===== config.mk =====
export PLATFORM = sky130hd
export DESIGN_NAME = tmcf_top
export DESIGN_NICKNAME = d
export VERILOG_FILES = /design/src/tmcf_pkg.sv /design/src/tmcf_top.sv /design/src/tmcf_sync.sv /design/src/tmcf_flash.sv
export SDC_FILE = /design/constraint.sdc
export NUM_CORES = 1
export LEC_CHECK = 0
export ABC_AREA = 0
export BUFFER_PORTS_ARGS = -buffer_cell sky130_fd_sc_hd__buf_4
export CAP_MARGIN = 20
export CORE_ASPECT_RATIO = 1.4
export CORE_UTILIZATION = 56
export CTS_CLUSTER_SIZE = 14
export DETAILED_ROUTE_END_ITERATION = 16
export PLACE_DENSITY = 0.95
export SYNTH_ARGS = -nofsm -noshare
export SYNTH_HDL_FRONTEND = slang
export SYNTH_SLANG_ARGS = --single-unit

===== constraint.sdc =====
create_clock -name clk -period 2.8 [get_ports clk]
set_input_delay 0 -clock clk [delete_from_list [all_inputs] [get_ports clk]]
set_output_delay 0 -clock clk [all_outputs]
set_load 0.01 [all_outputs]

===== src/tmcf_pkg.sv =====
package tmcf_pkg;

  // ------------------------------------------------------------
  // Sizes
  // ------------------------------------------------------------
  localparam int NUM_IN = 16;
  localparam int NUM_OUT = 16;
  localparam int NUM_OPERAND = 8;
  localparam int SEL_W = 4;

  // ------------------------------------------------------------
  // Trigger selection
  // ------------------------------------------------------------
  // Code SEL_ON means fixed On; codes below NUM_OPERAND pick an operand
  localparam logic [SEL_W-1:0] SEL_ON = 4'hf;

  // ------------------------------------------------------------
  // Force codes
  // ------------------------------------------------------------
  typedef enum logic [1:0] {
    TMCF_IN_DISABLED = 2'h0,
    TMCF_IN_OPEN = 2'h1,
    TMCF_IN_CLOSED = 2'h2
  } tmcf_in_force_t;

  typedef enum logic [1:0] {
    TMCF_OUT_DISABLED = 2'h0,
    TMCF_OUT_DEENERGIZE = 2'h1,
    TMCF_OUT_ENERGIZE = 2'h2,
    TMCF_OUT_FREEZE = 2'h3
  } tmcf_out_force_t;

  // ------------------------------------------------------------
  // Indicator timing
  // ------------------------------------------------------------
  localparam int CLK_MHZ = 250;
  localparam int FLASH_HALF_MS = 250;
  localparam int FLASH_HALF_CYC = FLASH_HALF_MS * 1000 * CLK_MHZ;
  localparam int FLASH_CNT_W = 26;
  localparam logic RST_FLASH = 1'b0;

endpackage : tmcf_pkg


===== src/tmcf_top.sv =====
`timescale 1ns/1ps
// Notes on behaviour
// - Test mode only while enabled and the chosen trigger is logic 1.
// - Fixed On trigger: test mode starts when enable goes Disabled to Enabled.
// - Operand trigger: test mode starts when that operand becomes 1.
// - Indicator flashes for as long as test mode is active.
// - Only contact reporting and driving change; other paths untouched.
// - Each contact input and output has its own force setting.
// - Output force: open, closed, frozen or normal.
// - Input forced Disabled keeps reporting its terminal state.
// - Input forced Open reports 0 during test mode.
// - Input forced Closed reports 1 during test mode.
// - All input forces Disabled: all inputs report normally.
// - Freeze output holds its pre-test state throughout test mode.
// - Energize stays closed, De-energize stays open during test mode.
module tmcf_top #(
  parameter int FLASH_HALF_CYC = tmcf_pkg::FLASH_HALF_CYC
) (
  input wire logic clk, // Clock, 250 MHz
  input wire logic rstn, // Async reset, active low
  input wire logic test_enable, // Test-mode function enabled
  input wire logic [tmcf_pkg::SEL_W-1:0] trig_sel, // Trigger select
  input wire logic [tmcf_pkg::NUM_OPERAND-1:0] operands, // Logic operands
  input wire logic [2*tmcf_pkg::NUM_IN-1:0] in_force, // Input forces
  input wire logic [2*tmcf_pkg::NUM_OUT-1:0] out_force, // Output forces
  input wire logic [tmcf_pkg::NUM_IN-1:0] in_pins, // Terminal inputs
  input wire logic [tmcf_pkg::NUM_OUT-1:0] out_ctrl, // Output operands
  output logic [tmcf_pkg::NUM_IN-1:0] in_report, // Reported inputs
  output logic [tmcf_pkg::NUM_OUT-1:0] out_drive, // Contact drive
  output logic test_active, // Test mode active
  output logic test_led // Flashing indicator
);

  logic [tmcf_pkg::NUM_IN-1:0] pins_s;
  logic en_prev_q;
  logic trig_prev_q;
  logic test_q;
  logic test_d;
  logic trig_now;
  logic [tmcf_pkg::NUM_OUT-1:0] frozen_q;

  // ------------------------------------------------------------
  // Terminal synchroniser
  // ------------------------------------------------------------
  tmcf_sync #(.W(tmcf_pkg::NUM_IN)) tmcf_sync_i (
    .clk(clk),
    .rstn(rstn),
    .d(in_pins),
    .q(pins_s)
  );

  function automatic logic sel_trigger(
    input logic [tmcf_pkg::SEL_W-1:0] sel,
    input logic [tmcf_pkg::NUM_OPERAND-1:0] ops
  );
    if (sel == tmcf_pkg::SEL_ON) begin
      return 1'b1;
    end else if (int'(sel) < tmcf_pkg::NUM_OPERAND) begin
      return ops[sel[2:0]];
    end
    return 1'b0;
  endfunction : sel_trigger

  assign trig_now = sel_trigger(trig_sel, operands);

  // ------------------------------------------------------------
  // Test-mode entry and exit
  // ------------------------------------------------------------
  always_comb begin
    test_d = test_q;
    if (!test_enable || !trig_now) begin
      test_d = 1'b0;
    end else if (trig_sel == tmcf_pkg::SEL_ON) begin
      if (!en_prev_q) begin
        test_d = 1'b1;
      end
    end else if (!trig_prev_q) begin
      test_d = 1'b1;
    end
  end

  always_ff @(posedge clk or negedge rstn) begin
    if (!rstn) begin
      en_prev_q <= 1'b0;
      trig_prev_q <= 1'b0;
      test_q <= 1'b0;
    end else begin
      en_prev_q <= test_enable;
      trig_prev_q <= trig_now;
      test_q <= test_d;
    end
  end

  assign test_active = test_q;

  // ------------------------------------------------------------
  // Indicator
  // ------------------------------------------------------------
  // Next state, so the indicator goes dark on the edge test mode ends
  tmcf_flash #(.HALF_CYC(FLASH_HALF_CYC)) tmcf_flash_i (
    .clk(clk),
    .rstn(rstn),
    .run(test_d),
    .led(test_led)
  );

  // ------------------------------------------------------------
  // Freeze capture: track until test mode starts
  // ------------------------------------------------------------
  always_ff @(posedge clk or negedge rstn) begin
    if (!rstn) begin
      frozen_q <= '0;
    end else if (!test_q) begin
      frozen_q <= out_drive;
    end
  end

  // ------------------------------------------------------------
  // Contact forcing, per channel
  // ------------------------------------------------------------
  always_ff @(posedge clk or negedge rstn) begin
    if (!rstn) begin
      in_report <= '0;
    end else begin
      for (int i = 0; i < tmcf_pkg::NUM_IN; i++) begin
        in_report[i] <= pins_s[i];
        if (test_d) begin
          unique case (tmcf_pkg::tmcf_in_force_t'(in_force[2*i +: 2]))
            tmcf_pkg::TMCF_IN_OPEN: in_report[i] <= 1'b0;
            tmcf_pkg::TMCF_IN_CLOSED: in_report[i] <= 1'b1;
            default: in_report[i] <= pins_s[i];
          endcase
        end
      end
    end
  end

  always_ff @(posedge clk or negedge rstn) begin
    if (!rstn) begin
      out_drive <= '0;
    end else begin
      for (int j = 0; j < tmcf_pkg::NUM_OUT; j++) begin
        out_drive[j] <= out_ctrl[j];
        if (test_d) begin
          unique case (tmcf_pkg::tmcf_out_force_t'(out_force[2*j +: 2]))
            tmcf_pkg::TMCF_OUT_DEENERGIZE: out_drive[j] <= 1'b0;
            tmcf_pkg::TMCF_OUT_ENERGIZE: out_drive[j] <= 1'b1;
            tmcf_pkg::TMCF_OUT_FREEZE: begin
              out_drive[j] <= test_q ? frozen_q[j] : out_drive[j];
            end
            tmcf_pkg::TMCF_OUT_DISABLED: out_drive[j] <= out_ctrl[j];
          endcase
        end
      end
    end
  end

endmodule : tmcf_top


===== src/tmcf_sync.sv =====
`timescale 1ns/1ps
module tmcf_sync #(
  parameter int W = 1
) (
  input wire logic clk, // Clock
  input wire logic rstn, // Async reset, active low
  input wire logic [W-1:0] d, // Asynchronous level
  output logic [W-1:0] q // Synchronised level
);

  logic [W-1:0] meta_q;

  always_ff @(posedge clk or negedge rstn) begin
    if (!rstn) begin
      meta_q <= '0;
      q <= '0;
    end else begin
      meta_q <= d;
      q <= meta_q;
    end
  end

endmodule : tmcf_sync


===== src/tmcf_flash.sv =====
`timescale 1ns/1ps
module tmcf_flash #(
  parameter int HALF_CYC = tmcf_pkg::FLASH_HALF_CYC
) (
  input wire logic clk, // Clock
  input wire logic rstn, // Async reset, active low
  input wire logic run, // Flash while high
  output logic led // Indicator drive
);

  logic [tmcf_pkg::FLASH_CNT_W-1:0] cnt_q;

  // ------------------------------------------------------------
  // Half-period divider
  // ------------------------------------------------------------
  always_ff @(posedge clk or negedge rstn) begin
    if (!rstn) begin
      cnt_q <= '0;
      led <= tmcf_pkg::RST_FLASH;
    end else if (!run) begin
      cnt_q <= '0;
      led <= 1'b0;
    end else if (cnt_q == tmcf_pkg::FLASH_CNT_W'(HALF_CYC - 1)) begin
      cnt_q <= '0;
      led <= ~led;
    end else begin
      cnt_q <= cnt_q + 1'b1;
    end
  end

endmodule : tmcf_flash


======== Word level (Yosys, flattened, before mapping) ========
Cells that the tools add are included.
word-level totals
  bits in registers ....................... 110
  output and inout bits ................... 34
operators by class
  add/subtract/negate cells ............... 1
  magnitude comparators ................... 2
  equality and inequality tests ........... 99
  muxes and demuxes ....................... 95
  bitwise operators ....................... 1
  reductions and logical operators ........ 19
operator list
  cell                                                                   number
  2-bit equality test, second input constant                             48
  2-bit by 1-bit equality test with 1-bit output, second input constant  32
  1-bit case mux with 4 select lines                                     16
  1-bit two-way mux                                                      60
  26-bit two-way mux                                                     2
  3-bit != test, second input constant                                   16
  2-bit logical NOT                                                      16
  1-bit case mux with 2 select lines                                     16
  26-bit by 1-bit adder with 26-bit output, second input constant        1
  26-bit equality test, second input constant                            1
  4-bit equality test, second input constant                             1
  3-bit by 4-bit < comparator with 1-bit output, second input constant   1
  4-bit < comparator, second input constant                              1
  1-bit binary-select mux with 3-bit select                              1
  1-bit logical NOT                                                      2
  2-bit by 1-bit != test with 1-bit output, second input constant        1
  1-bit logical OR                                                       1
  1-bit NOT                                                              1

======== Depth between registers and ports, before layout ========
  depth in word-level cells ............... 9
  depth in mapped cells ................... 8

======== Modules after synthesis ========
Synthesis repeated with hierarchy kept, for this count alone.
unflattened totals
  cell total of the unflattened synthesis .. 458
  area total of the unflattened synthesis .. 5185.0 um^2
by module, submodules not included
  module      times used  cells an instance  area each (um^2)  seq. area each (um^2)
  tmcf_top    1           270                2926.6            1276.2
  tmcf_flash  1           156                1457.6            675.6
  tmcf_sync   1           32                 800.8             800.8

======== Least setup slack after synthesis ========
Ideal clock, no wire load.
  path type ............................... reg2reg
  start point ............................. reg test_q, in the netlist test_active
  end point ............................... reg out_drive[2] (netlist bit)
  data arrival time ....................... 1750 ps
  data required time ...................... 2671 ps
  slack ................................... 921 ps
  stages on the path, launching flop included .. 7
  path buffers ............................ 2
  cells stage by stage .................... dfrtp_1 -> buf_2 -> buf_1 -> mux2_2 -> nand2_1 -> nor3_1 -> a2111o_1
on the way
  cells in the longest elaborated chain, start to end .. 4
ends and longest elaborated chain
  item                                                                 line                            RTL
  from (decl)                                                          tmcf_top.sv:37                  logic test_q;
  from (signal assigned)                                               tmcf_top.sv:90                  test_q <= test_d;
  1-bit two-way mux (on tied branches)                                 tmcf_top.sv:77, tmcf_top.sv:74
  1-bit two-way mux                                                    tmcf_top.sv:73                  end else if (trig_sel == tmcf_pkg::SEL_ON) begin
  1-bit two-way mux                                                    tmcf_top.sv:71                  if (!test_enable || !trig_now) begin
  3-bit != test (no source line) or 1-bit two-way mux (tied branches)  n/a
  to (signal, indexed assignment)                                      tmcf_top.sv:143                 out_drive[j] <= out_ctrl[j];
  to (signal, indexed assignment)                                      tmcf_top.sv:149                 out_drive[j] <= test_q ? frozen_q[j] : out_drive[j];
  to (signal, indexed assignment)                                      tmcf_top.sv:151                 tmcf_pkg::TMCF_OUT_DISABLED: out_drive[j] <= out_ctrl[j];
  to (decl)                                                            tmcf_top.sv:29                  output logic [tmcf_pkg::NUM_OUT-1:0] out_drive,
Several ways; a longest one is shown, not always the timed one.
A chain may end at the register's enable or synchronous reset.

======== Final worst setup path ========
  start point ............................. reg trig_prev_q
  end point ............................... reg out_drive[11] (netlist bit)
on the way
  cells in the longest elaborated chain, start to end .. 4
ends and longest elaborated chain
  item                                                                 line            RTL
  from (decl)                                                          tmcf_top.sv:36  logic trig_prev_q;
  from (signal assigned)                                               tmcf_top.sv:89  trig_prev_q <= trig_now;
  1-bit two-way mux *                                                  tmcf_top.sv:77  end else if (!trig_prev_q) begin
  1-bit two-way mux *                                                  tmcf_top.sv:73
  1-bit two-way mux *                                                  tmcf_top.sv:71
  3-bit != test (no source line) or 1-bit two-way mux (tied branches)  n/a
Mark *: on every way between the ends. The rest lies on a longest branch, timed or not.

==> summary.txt <==
Logic synthesis
  – Post-synthesis async set-or-reset flop share: 100%
  – Synth warn: 0
  – Largest area contributor in the netlist: dfrtp_1
  – Synth area leaders: dfrtp_1 56%, mux2_2 5.5%, ha_1 4.3%
  – Yosys cell types: 37
  – Synth top area share: 55.5%
  – Post-synth EDFFs: 0
  – Sequential fraction of the synthesis area: 55.5%
  – Cell count after synthesis: 415
  – Post-synth top cells: 110 x dfrtp_1, 36 x nor3_1, 31 x nor2_1
  – #FFs+latches synth: 110
  – Top_reg_cell synth: dfrtp_1
  – Syn Nets: 543
  – Syn avg cell area: 11.9 µm²
  – Count leader, synth: dfrtp_1
  – Synth Cell Area: 0.00496 mm²

Timing
  – Unrepaired setup endpoints after global routing: false
  – Final worst slack: 0.0780 ns
  – Final hold vios: 0
  – TNS Setup: 0 ns
  – Count of final setup violators: 0
  – Fin crit period: 2.72 ns
  – Max Clk Rate: 367 MHz
  – Final Max Tran Viols: 0
  – Final setup skew: 0.00979 ns
  – Worst Tran Pin Value: 0.875 ns
  – Final period util: 97.2%
  – Rel. slew slack: 41.2%

Global routing
  – Met2 GRT Util: 55.9%
  – GR peak layer: met2
  – Met1 GRT Util: 36.8%
  – GRT overflow: 0
  – Number of global-route vias before repair: 4440
  – Total global-route track usage: 32.4%
  – Grt met3 use: 6.85%
  – Largest net degree at the start of global routing: 57
  – Initial antenna violation count: 1
  – Global-route wire length before repair: 21900 µm

Floorplanning
  – Die width: 81.5 µm
  – IO Count: 145
  – Placement Rows: 40
  – Starting Density: 57.6%
  – Die area: 0.00924 mm²
  – Die H: 113 µm
  – Core Area: 0.00861 mm²

Drt
  – Total Wirelength: 14100 µm
  – Residual DRC: 0
  – DR vias: 4180
  – Initial DRC count: 371
  – Vias per cell: 5.82
  – DR WL/cell: 19.6 µm
  – Detail Route Antenna Nets: 0
  – Initial DRT Pass Iterations: 5

Placed design
  – Port bufs: 144
  – DP HPWL: 7800 µm
  – Setup WS pre-CTS: 0.631 ns
  – Final RePlAce weighted congestion: 0.855

Layout
  – Nets@finish: 735
  – Share of cells above drive strength 1: 32.5%
  – Area growth syn-to-layout: 40.0%

Worst setup path
  – Crit path from: trig_prev_q
  – R2r startpoint: trig_prev_q
  – CP required: 3.03 ns
  – Crit Path Class: flop to flop
  – Worst setup EP type: flop
  – Buf+Inv Stages, Crit Path: 1
  – Worst Path Arrival: 2.95 ns
  – Critical path's top delay family: compound AO/OA/AOI/OAI gates
  – CP Launch Type: flop
  – CP peak stage delay: 0.58 ns
  – Slowest cell on the critical path: dlygate4sd3_1
  – Crit path cell chain: mux2i_1, o211ai_4, or2_2, a2111o_1, dlygate4sd3_1
  – CP max FO: 18

Power and ir drop
  – Comb power frac: 16.8%
  – Maximum vdd ir drop: 365 µV
  – Switching power: 0.960 mW
  – Reg power frac: 46.0%
  – Clock power frac: 37.2%
  – Sw frac: 25.3%
  – Pwr per Cell Area: 546 mW/mm²
  – Leak: 3.18 nW
  – Cell-internal power: 2.83 mW

Clock network
  – Longest Clk Path Bufs: 2
  – Root Buffer: clkbuf_16
  – Clock Sinks: 110
  – Post-CTS Setup Repair Bufs: 0
  – H-tree levels: 3
  – Num CTS Buffers: 9
  – CTS tree: built
  – Clk pin slew, worst setup/hold paths: 0.07 ns
  – Worst-Skew Late Latency: 0.35 ns

Status
  – Status: finished clean

Run
  – Maxcap violations: 0

Hold path
  – Worst hold start: out_force[28]
  – Hold Path Class: primary input to flop
worst min-delay path: stages:
cell and delay (ns):
buf_4 0.12, nor2b_1 0.10, a2111o_1 0.10
area by class of cell:
cell class / count / area, µm²
Clock buffer: 9 / 225
Fill cell: 475 / 1670
Multi-Input combinational cell: 268 / 2040
Sequential cell: 110 / 2750
Clock inverter: 7 / 106
Inverter: 19 / 71.3
Tap cell: 105 / 131
Antenna cell: 1 / 2.50
Timing Repair Buffer: 199 / 1610
flip-flops by register name, summed over array words and instances, names as in the netlist:
name and cells:
out_drive 16, en_prev_q 1, frozen_q 16, tmcf_flash_i.led 1, tmcf_sync_i.q 16, in_report 16
tmcf_sync_i.meta_q 16, tmcf_flash_i.cnt_q 26, test_active 1, trig_prev_q 1
cell families after synthesis:
kind of cell               after synthesis  synth area share, %
and+or+nand+nor                        164                 17.9
DFF                                    110                 55.5
buffers and inverters                   38                 4.01
muxes                                   37                 8.43
xor gates and xnor gates                25                 4.42
AOI/OAI and AO/OA                       24                 5.40
adders and majority gates               17                 4.29
cells in the final DEF (no fill, tap or decap), drive strengths merged, types with 2 or more instances in the layout:
cell	instances
bufinv	2
ha	17
o21ai	2
nor3	36
mux2i	2
mux2	35
o211ai	2
nor3b	2
nand3	10
and4	2
nand2	25
clkbuf	9
nor2b	17
xor2	18
nor2	31
xnor2	7
and2	2
nor4b	17
nand4	11
clkinvlp	2
dfrtp	110
dlygate4sd3	48
buf	151
inv	21
and3	6
a2111o	16
power by group through the flow:
stage,Combinational [mW],Clock [mW],Sequential [mW]
CTS,0.607,1.41,1.73
global placement,0.513,0,1.76
floorplan,0.238,0,1.78
global route,0.689,1.48,1.75
finish,0.639,1.41,1.74
detailed placement,0.533,0,1.76
final timing paths:
check                                    end  slack [ns]  cells after the start
min in group asynchronous      in_report[12]        0.22                      2
hold / removal                 out_drive[14]       0.003                      3
hold reg to reg             tmcf_sync_i.q[2]        0.35                      0
setup / recovery               out_drive[11]        0.08                      5
setup reg to reg               out_drive[11]        0.08                      5
max in group asynchronous  tmcf_sync_i.q[10]        1.72                      3
through the flow:
| step | std cells | hold WS [ns] | cell area [µm²] | utilization, % | total power [mW] |
|---|---|---|---|---|---|
| 6_report | 718 | 0.00268 | 6940 | 80.6 | 3.79 |
| 5_1_grt | 718 | 0.0111 | 6940 | 80.6 | 3.92 |
| 4_1_cts | 716 | 0.00192 | 6920 | 80.4 | 3.76 |
| 3_5_place_dp | 652 | 0.0875 | 6110 | 71.0 | 2.30 |
| 3_3_place_gp | 652 | 0.0770 | 6110 | 71.0 | 2.27 |
| 2_1_floorplan | 415 | -0.296 | 4960 | - | 2.01 |
layer usage:
layer | up-vias | routed length (µm)
met5 | - | 0
met4 | 0 | 612
met3 | 54 | 907
met2 | 203 | 7490
met1 | 2071 | 5070
li1 | 1852 | -
repair_timing:
action | 4_1_cts | 5_1_grt
endpoints found under the setup margin | 0 | 10
hold endpoints to repair | 90 | 0
resized for setup | 0 | 1
hold buffers | 48 | 0
(Power assumes the default switching activity.)
